### src/hw/word_align_pkg.sv
// Functional notes
// RL1 - Find word boundary in deserializer words by matching the programmed alignment pattern.
// RL2 - 8-bit width uses 16-bit pattern; 10-bit width uses 7- or 10-bit pattern.
// RL3 - In manual mode the alignment enable input governs searching at both widths.
// RL4 - At 8-bit width only rising edges of alignment enable matter.
// RL5 - 8-bit: a rising edge after reset release starts a pattern search.
// RL6 - Pattern found at a new boundary during search moves the boundary there.
// RL7 - 8-bit: once aligned, realign only after a fresh rising edge of enable.
// RL8 - At 10-bit width the enable level, not its edges, governs searching.
// RL9 - 10-bit: while enable high, match the pattern or its bitwise complement.
// RL10 - 10-bit: while enable low, keep the current boundary regardless of pattern.
// RL11 - Reset clears boundary and edge history; no search until reset released.
// RL12 - Controlling logic drives alignment enable synchronous to the parallel clock.
package word_align_pkg;

  // register map, byte addresses
  localparam logic [3:0] CTRL_ADDR    = 4'h0;
  localparam logic [3:0] PATTERN_ADDR = 4'h4;
  localparam logic [3:0] STATUS_ADDR  = 4'h8;

  // control field positions
  localparam int CTRL_WIDE_BIT  = 0;
  localparam int CTRL_LEN7_BIT  = 1;
  localparam int CTRL_ALIGN_BIT = 2;

  // reset values
  localparam logic [31:0] CTRL_RESET    = 32'h0000_0000;
  localparam logic [15:0] PATTERN_RESET = 16'h0000;

  // AXI responses
  localparam logic [1:0] RESP_OKAY   = 2'h0;
  localparam logic [1:0] RESP_SLVERR = 2'h2;

  // datapath sizes
  localparam int WORD_W   = 10;
  localparam int HIST_W   = 32;
  localparam int SLIP_W   = 4;
  localparam int NARROW_W = 8;
  localparam int PAT16_W  = 16;
  localparam int PAT10_W  = 10;
  localparam int PAT7_W   = 7;

  // alignment settings carried as one bundle
  typedef struct packed {
    logic        wide;
    logic        len7;
    logic [15:0] pattern;
  } align_cfg_t;

endpackage

### src/hw/word_aligner.sv
// The register addresses and the AXI4-Lite slave port were left to the implementer.
`timescale 1ns/1ps
// manual-mode receive word aligner with AXI4-Lite settings
module word_aligner (
  // clock and reset
  input  wire logic        sys_clk,
  input  wire logic        reset_n,
  // deserializer stream
  input  wire logic [9:0]  rxWord,
  input  wire logic        rxValid,
  // user alignment enable
  input  wire logic        alignEnable,
  // aligned stream
  output logic [9:0]       alignedWord,
  output logic             alignedValid,
  output logic             syncStatus,
  output logic             patternDetect,
  // axi4-lite write address
  input  wire logic [3:0]  s_axi_awaddr,
  input  wire logic        s_axi_awvalid,
  output logic             s_axi_awready,
  // axi4-lite write data
  input  wire logic [31:0] s_axi_wdata,
  input  wire logic [3:0]  s_axi_wstrb,
  input  wire logic        s_axi_wvalid,
  output logic             s_axi_wready,
  // axi4-lite write response
  output logic [1:0]       s_axi_bresp,
  output logic             s_axi_bvalid,
  input  wire logic        s_axi_bready,
  // axi4-lite read address
  input  wire logic [3:0]  s_axi_araddr,
  input  wire logic        s_axi_arvalid,
  output logic             s_axi_arready,
  // axi4-lite read data
  output logic [31:0]      s_axi_rdata,
  output logic [1:0]       s_axi_rresp,
  output logic             s_axi_rvalid,
  input  wire logic        s_axi_rready
);

  // register state
  logic                       wideQ,   wideD;
  logic                       len7Q,   len7D;
  logic [15:0]                patQ,    patD;
  logic                       awHeldQ, awHeldD;
  logic [3:0]                 awAddrQ, awAddrD;
  logic                       wHeldQ,  wHeldD;
  logic [31:0]                wDataQ,  wDataD;
  logic [3:0]                 wStrbQ,  wStrbD;
  logic                       bValidQ, bValidD;
  logic [1:0]                 bRespQ,  bRespD;
  logic                       rValidQ, rValidD;
  logic [31:0]                rDataQ,  rDataD;
  logic [1:0]                 rRespQ,  rRespD;

  // datapath state
  logic [31:0]                histQ,    histD;
  logic [3:0]                 slipQ,    slipD;
  logic                       enPrevQ,  enPrevD;
  logic                       armedQ,   armedD;
  logic                       syncQ,    syncD;
  logic                       detQ,     detD;
  logic [9:0]                 outQ,     outD;
  logic                       outVldQ,  outVldD;

  word_align_pkg::align_cfg_t cfg;
  logic                       hit;
  logic [3:0]                 hitSlip;
  logic                       doWrite;
  logic [31:0]                statusWord;

  assign cfg = '{wide: wideQ, len7: len7Q, pattern: patQ};
  assign doWrite = awHeldQ && wHeldQ && !bValidQ;
  assign statusWord = {26'h0, slipQ, detQ, syncQ};

  // pattern search over history
  pattern_match u_match (
    .hist (histQ),
    .cfg  (cfg),
    .hit  (hit),
    .slip (hitSlip)
  );

  // axi slave next state
  always_comb begin
    wideD   = wideQ;
    len7D   = len7Q;
    patD    = patQ;
    awHeldD = awHeldQ;
    awAddrD = awAddrQ;
    wHeldD  = wHeldQ;
    wDataD  = wDataQ;
    wStrbD  = wStrbQ;
    bValidD = bValidQ;
    bRespD  = bRespQ;
    rValidD = rValidQ;
    rDataD  = rDataQ;
    rRespD  = rRespQ;
    if (s_axi_awvalid && !awHeldQ) begin
      awHeldD = 1'b1;
      awAddrD = s_axi_awaddr;
    end
    if (s_axi_wvalid && !wHeldQ) begin
      wHeldD = 1'b1;
      wDataD = s_axi_wdata;
      wStrbD = s_axi_wstrb;
    end
    if (doWrite) begin
      awHeldD = 1'b0;
      wHeldD  = 1'b0;
      bValidD = 1'b1;
      bRespD  = word_align_pkg::RESP_OKAY;
      unique case (awAddrQ)
        word_align_pkg::CTRL_ADDR: begin
          if (wStrbQ[0]) begin
            wideD = wDataQ[word_align_pkg::CTRL_WIDE_BIT]; // RL2
            len7D = wDataQ[word_align_pkg::CTRL_LEN7_BIT]; // RL2
          end
        end
        word_align_pkg::PATTERN_ADDR: begin
          if (wStrbQ[0]) patD[7:0]  = wDataQ[7:0];
          if (wStrbQ[1]) patD[15:8] = wDataQ[15:8];
        end
        word_align_pkg::STATUS_ADDR: ;
        default: bRespD = word_align_pkg::RESP_SLVERR;
      endcase
    end
    if (bValidQ && s_axi_bready) bValidD = 1'b0;
    if (s_axi_arvalid && !rValidQ) begin
      rValidD = 1'b1;
      rRespD  = word_align_pkg::RESP_OKAY;
      unique case (s_axi_araddr)
        word_align_pkg::CTRL_ADDR:    rDataD = {30'h0, len7Q, wideQ};
        word_align_pkg::PATTERN_ADDR: rDataD = {16'h0, patQ};
        word_align_pkg::STATUS_ADDR:  rDataD = statusWord;
        default: begin
          rDataD = 32'h0000_0000;
          rRespD = word_align_pkg::RESP_SLVERR;
        end
      endcase
    end else if (rValidQ && s_axi_rready) begin
      rValidD = 1'b0;
    end
  end

  // axi slave registers
  always_ff @(posedge sys_clk) begin
    if (!reset_n) begin
      wideQ   <= word_align_pkg::CTRL_RESET[word_align_pkg::CTRL_WIDE_BIT];
      len7Q   <= word_align_pkg::CTRL_RESET[word_align_pkg::CTRL_LEN7_BIT];
      patQ    <= word_align_pkg::PATTERN_RESET;
      awHeldQ <= 1'b0;
      awAddrQ <= 4'h0;
      wHeldQ  <= 1'b0;
      wDataQ  <= 32'h0000_0000;
      wStrbQ  <= 4'h0;
      bValidQ <= 1'b0;
      bRespQ  <= 2'h0;
      rValidQ <= 1'b0;
      rDataQ  <= 32'h0000_0000;
      rRespQ  <= 2'h0;
    end else begin
      wideQ   <= wideD;
      len7Q   <= len7D;
      patQ    <= patD;
      awHeldQ <= awHeldD;
      awAddrQ <= awAddrD;
      wHeldQ  <= wHeldD;
      wDataQ  <= wDataD;
      wStrbQ  <= wStrbD;
      bValidQ <= bValidD;
      bRespQ  <= bRespD;
      rValidQ <= rValidD;
      rDataQ  <= rDataD;
      rRespQ  <= rRespD;
    end
  end

  // alignment next state
  always_comb begin
    logic rise;
    logic searching;
    logic [31:0] shifted;
    rise      = alignEnable && !enPrevQ; // RL4
    searching = 1'b0;
    shifted   = histQ;
    histD     = histQ;
    slipD     = slipQ;
    armedD    = armedQ;
    syncD     = syncQ;
    detD      = 1'b0;
    outD      = outQ;
    outVldD   = 1'b0;
    enPrevD   = alignEnable;
    // rising edge arms an 8-bit search
    if (!wideQ && rise) armedD = 1'b1; // RL5 RL7
    if (wideQ) armedD = 1'b0;
    if (rxValid) begin
      // newest word enters at the top of the window
      if (wideQ) shifted = {rxWord, histQ[31:10]};
      else shifted = {rxWord[7:0], histQ[31:8]};
      histD = shifted;
      outVldD = 1'b1;
      if (wideQ) outD = histQ[slipQ +: 10];
      else outD = {2'b00, histQ[slipQ +: 8]};
      // search is governed by edge or level
      searching = wideQ ? alignEnable : (armedQ || (!wideQ && rise)); // RL3 RL8 RL10
      if (hit && searching) begin // RL1
        detD  = 1'b1;
        syncD = 1'b1;
        if (hitSlip != slipQ) slipD = hitSlip; // RL6
        if (!wideQ) armedD = 1'b0; // RL7
      end
    end
  end

  // alignment registers
  always_ff @(posedge sys_clk) begin
    if (!reset_n) begin
      histQ   <= 32'h0000_0000; // RL11
      slipQ   <= 4'h0; // RL11
      enPrevQ <= 1'b1; // RL11
      armedQ  <= 1'b0; // RL11
      syncQ   <= 1'b0;
      detQ    <= 1'b0;
      outQ    <= 10'h000;
      outVldQ <= 1'b0;
    end else begin
      histQ   <= histD;
      slipQ   <= slipD;
      enPrevQ <= enPrevD;
      armedQ  <= armedD;
      syncQ   <= syncD;
      detQ    <= detD;
      outQ    <= outD;
      outVldQ <= outVldD;
    end
  end

  // outputs from flops
  assign alignedWord   = outQ;
  assign alignedValid  = outVldQ;
  assign syncStatus    = syncQ;
  assign patternDetect = detQ;
  assign s_axi_awready = !awHeldQ;
  assign s_axi_wready  = !wHeldQ;
  assign s_axi_bvalid  = bValidQ;
  assign s_axi_bresp   = bRespQ;
  assign s_axi_arready = !rValidQ;
  assign s_axi_rvalid  = rValidQ;
  assign s_axi_rdata   = rDataQ;
  assign s_axi_rresp   = rRespQ;

endmodule // word_aligner

### src/hw/pattern_match.sv
`timescale 1ns/1ps
// finds the lowest slip at which the pattern sits in the history window
module pattern_match (
  // history and settings
  input  wire logic [31:0]              hist,
  input  wire word_align_pkg::align_cfg_t cfg,
  // result
  output logic                          hit,
  output logic [3:0]                    slip
);

  logic [9:0] hitVec;

  // one comparator per candidate slip
  genvar s;
  generate
    for (s = 0; s < 10; s++) begin : g_slip
      always_comb begin
        logic [15:0] seg;
        seg = hist[s +: 16];
        if (!cfg.wide) begin
          hitVec[s] = (s < 8) && (seg == cfg.pattern);
        end else if (cfg.len7) begin
          hitVec[s] = (seg[6:0] == cfg.pattern[6:0]) ||
                      (seg[6:0] == ~cfg.pattern[6:0]); // RL9
        end else begin
          hitVec[s] = (seg[9:0] == cfg.pattern[9:0]) ||
                      (seg[9:0] == ~cfg.pattern[9:0]); // RL9
        end
      end
    end
  endgenerate

  // priority pick of lowest slip
  always_comb begin
    hit  = 1'b0;
    slip = 4'h0;
    for (int i = 9; i >= 0; i--) begin
      if (hitVec[i]) begin
        hit  = 1'b1;
        slip = 4'(i);
      end
    end
  end

endmodule // pattern_match

### config.mk
export PLATFORM = sky130hd
export DESIGN_NAME = word_aligner
export DESIGN_NICKNAME = d
export VERILOG_FILES = /design/src/hw/word_align_pkg.sv /design/src/hw/word_aligner.sv /design/src/hw/pattern_match.sv
export SDC_FILE = /design/constraint.sdc
export NUM_CORES = 1
export LEC_CHECK = 0
export BUFFER_PORTS_ARGS = -buffer_cell sky130_fd_sc_hd__buf_2
export CORE_AREA = 5 5 143 145
export CTS_BUF_LIST = sky130_fd_sc_hd__clkbuf_4 sky130_fd_sc_hd__clkbuf_8 sky130_fd_sc_hd__clkbuf_16
export CTS_CLUSTER_SIZE = 25
export DETAILED_ROUTE_END_ITERATION = 8
export DIE_AREA = 0 0 148 150
export GPL_TIMING_DRIVEN = 1
export PLACE_DENSITY = 0.66
export SYNTH_ARGS = -nofsm -noshare
export SYNTH_HDL_FRONTEND = slang
export SYNTH_SLANG_ARGS = --single-unit
### constraint.sdc
create_clock -name sys_clk -period 2.8 [get_ports sys_clk]
set_input_delay 0.14 -clock sys_clk [delete_from_list [all_inputs] [get_ports sys_clk]]
set_output_delay 0.14 -clock sys_clk [all_outputs]
set_load 0.03 [all_outputs]
==> impl_results.md <==
- Status: finished with violations
- Failing checks: negative setup slack
- Fill count: 1624
- Slowest stage cell, crit path: or4_4
- Vias in the first global route: 7253
- Num CTS Buffers: 17
- Met1 Wirelength: 10.1 mm
- Final net count: roughly 1100
- Xor/xnor share of the synthesized area: between 15 and 20%
- Pwr Total: around 0.0048 W
- Later-pin clock latency in the skew report: 420 ps
- Max-Cap Viols: 0
- Max-slew headroom: 49.6%
- CTS root buf: clkbuf_16
- Final instance area: about 0.011 mm²
- Clock Pin Slew Worst Setup and Hold Paths: ~50 ps
- Post-synth EDFFs: 0
- DRT Pass-1 Iters: 5
- Max Used Layer: met4
- Req. time, crit path: 3140 ps
- WP data arrival: between 3000 and 4000 ps
- Largest net degree at the start of global routing: 77
- Worst Tran Pin Value: approximately 760 ps
- DR vias: approximately 7300
- WL/cell: between 15 and 20 µm
- First-pass GRT wire length: ~38 mm
- Worst setup endpoint: slipQ[2]$_SDFFE_PN0P_
- R2r setup slk: -210 ps
- Fin crit share: 107%
- Cell Rows: a little over 50
- Final setup fails: 4
- Clock skew: between 8 and 9 ps
- Worst r2r path cells: 11
- Maximum vdd drop: between 0.3 and 0.4 mV
- Fin. Hold Viols: 0
- Levels on crit path: 11
- PnR worst setup slack: -207 ps
- Setup TNS: -429 ps
- Power Dens Cells: between 400 and 500 mW/mm²
- Crit. Startpoint: patQ[0]$_SDFFE_PN0P_
- Post-synthesis mux area share: between 10% and 20%
- Gpl congestion: roughly 0.93
- CP Buf/Inv Count: 1
- DRT iter0 DRCs: 416
- Commonest cells after routing, fill and taps aside: 126 x buf_4, 100 x xor2_1, 99 x nand2_1, 98 x dfxtp_1, 81 x mux2i_1
- Die width: between 100 and 150 µm
- Post-synthesis compound-gate area fraction: 14.9%
- Peak fanout along the critical path: 5
- Area Overhead vs Synth: 29.2%
- CP max stage delay: about 560 ps
- Fmax: approximately 0.33 GHz
- Worst setup SP type: register
- Number of remaining DRC errors: 0
- Hold Crit Class: input pin to register
- CTS tree: yes
- Placed Area: 0.00960 mm²
- Post-Syn Area: between 0.008 and 0.009 mm²
- Die area: ~0.022 mm²
- GRT Total Usage: 21.3%
- Port-buffer cells: 80
- Simple-gate portion of the synthesized area: approximately 18%
- Reg-to-reg critical path startpoint: patQ[0]$_SDFFE_PN0P_
- Synth Instances: about 900
- Vias/cell: 5.47
- Die H: about 150 µm
- Commonest non-fill, non-tap cell in the layout: buf_4
- Post-synth ARST share: 0%
- # H-tree levels: 4
- Worst setup EP type: register
- Layout cells sized above 1: 30.7%
- Pre-CTS WS: -296 ps
- Average cell area after synthesis: roughly 9.2 µm²
- Cell-by-cell trace of the critical path: buf_6 > xor2_2 > or4_4 > nor4_4 > a41oi_2 > a21o_1 > o21a_1 > a2111oi_4 > nor3b_2 > o22a_1 > o211ai_1
- Clock Sinks: around 110
- Core ar.: approximately 0.019 mm²
- Initial antenna violation count: 0
- Post-synth top flop: dfxtp_1
- DR WL met2: 10.9 mm
- Met3 layer wire length in the routed design: between 1.5 and 2 mm
- HPWL after DPL: 16.8 mm
- Distinct cells, synth: 69
- Routed WL: approximately 23 mm
- Post-route ant nets: 0
- Post-Synth Adder-Cell Area: 0%
- Seq/Total Area, Yosys: approximately 27%
- Syn. warnings: 0
- RSZ-0062 raised after global routing: true
- Initial core utilization: 43.6%
- #FFs+latches synth: between 100 and 150
- Hold WS: 14.6 ps
- Diodes inserted: 0
- Slew Viols, Final: 0
- # IOs: between 100 and 150
- CTS max path bufs: 2
- Period minus WS final: around 3000 ps
- GRT overflow: 0
- Leak: just under 5 nW
- Largest family of logic cells by synthesized area: simple AND/OR/NAND/NOR gates
- Reg-to-Reg End: slipQ[2]$_SDFFE_PN0P_
- CP Class: register to register
- CP top delay family: compound AO/OA/AOI/OAI gates
## cell usage after synthesis (15+ instances only)
| cell type | instances | share of area (%) |
|---|---|---|
| dfxtp_1 | 113 | 27 |
| xor2_1 | 102 | 11 |
| nand2_1 | 99 | 4.5 |
| mux2i_1 | 81 | 9.7 |
| nor2b_1 | 53 | 4.0 |
| xnor2_1 | 45 | 4.7 |
| o211a_1 | 33 | 4.0 |
| clkbuf_1 | 31 | 1.4 |
| buf_4 | 26 | 2.3 |
| buf_2 | 23 | 1.4 |
| mux4_2 | 21 | 5.7 |
| nand4_1 | 20 | 1.5 |
| a21boi_0 | 19 | 1.7 |
| o21ai_0 | 19 | 1.1 |
| nor3_1 | 17 | 1.0 |
| a22oi_1 | 16 | 1.4 |
| nor4_1 | 15 | 1.1 |
## kinds of logic (layout without fill, tap and decap cells)
family / after synthesis / in the layout
AND/OR/NAND/NOR: 277 / 277
XOR/XNOR: 148 / 148
AO/OA/AOI/OAI: 147 / 147
buffers and inverters: 116 / 290
flip-flops: 113 / 113
multiplexers: 104 / 104
other: 1 / 18
## cell type report
cell class | instances | area, µm² | area share, %
clock inverters | 13 | 164 | 1.52
flip-flops and latches | 113 | 2290 | 21.3
repair buffers | 250 | 1910 | 17.7
clock buffers | 18 | 433 | 4.02
multi-input cells | 694 | 5630 | 52.4
inverters | 9 | 33.8 | 0.314
well taps | 238 | 298 | 2.77
## worst min-delay path by stage
stage,start,to,cells past startpoint
6_report,s_axi_awaddr[1],awAddrQ[1]$_SDFFE_PN0P_,3
5_1_grt,s_axi_awaddr[1],awAddrQ[1]$_SDFFE_PN0P_,3
4_1_cts,s_axi_awaddr[1],awAddrQ[1]$_SDFFE_PN0P_,3
3_5_place_dp,alignEnable,enPrevQ$_SDFF_PN1_,2
3_3_place_gp,alignEnable,enPrevQ$_SDFF_PN1_,2
2_1_floorplan,alignEnable,enPrevQ$_SDFF_PN1_,1
## per-stage QoR
| stage | instances | util [%] |
|---|---|---|
| 2_1_floorplan | 923 | - |
| 3_3_place_gp | 1269 | 50.3 |
| 3_5_place_dp | 1269 | 50.3 |
| 4_1_cts | 1332 | 55.7 |
| 5_1_grt | 1335 | 56.4 |
| 6_report | 1335 | 56.4 |
## routing by layer
metal	track usage (%)	vias to the layer above
li1	-	3542
met2	34.6	260
met5	0	-
met4	8.78	0
met3	5.03	53
met1	27.4	3448
## worst register-to-register path, cell delays in order (launching register included)
cell and delay, ps:
dfxtp_4 360, buf_6 120, xor2_2 170, or4_4 560, nor4_4 290, a41oi_2 150, a21o_1 250, o21a_1 250
a2111oi_4 370, nor3b_2 120, o22a_1 220, o211ai_1 80
## where the power goes
group | switching, W | internal [W] | leakage, nW
Combinational | 0.000478 | 0.000412 | 3.75
Clock | 0.000797 | 0.00140 | 0.290
Sequential | 0.0000729 | 0.00167 | 0.931
Total | 0.00135 | 0.00349 | 4.97
## sequential cells by signal, indices dropped and copies added, names as in the netlist, 2 cells and up
| signal | flops |
|---|---|
| wStrbQ | 2 |
| wDataQ | 16 |
| s_axi_rdata | 16 |
| awAddrQ | 4 |
| histQ | 32 |
| slipQ | 4 |
| alignedWord | 10 |
| patQ | 16 |
## repair_timing
action,4_1_cts,5_1_grt
hold buffers,26,0
resized for setup,30,25
endpoints found under the setup margin,6,6
setup buffers,6,3
pin swaps,18,12
endpoints found under the hold margin,25,0
Power figures use the tool's default switching activity.
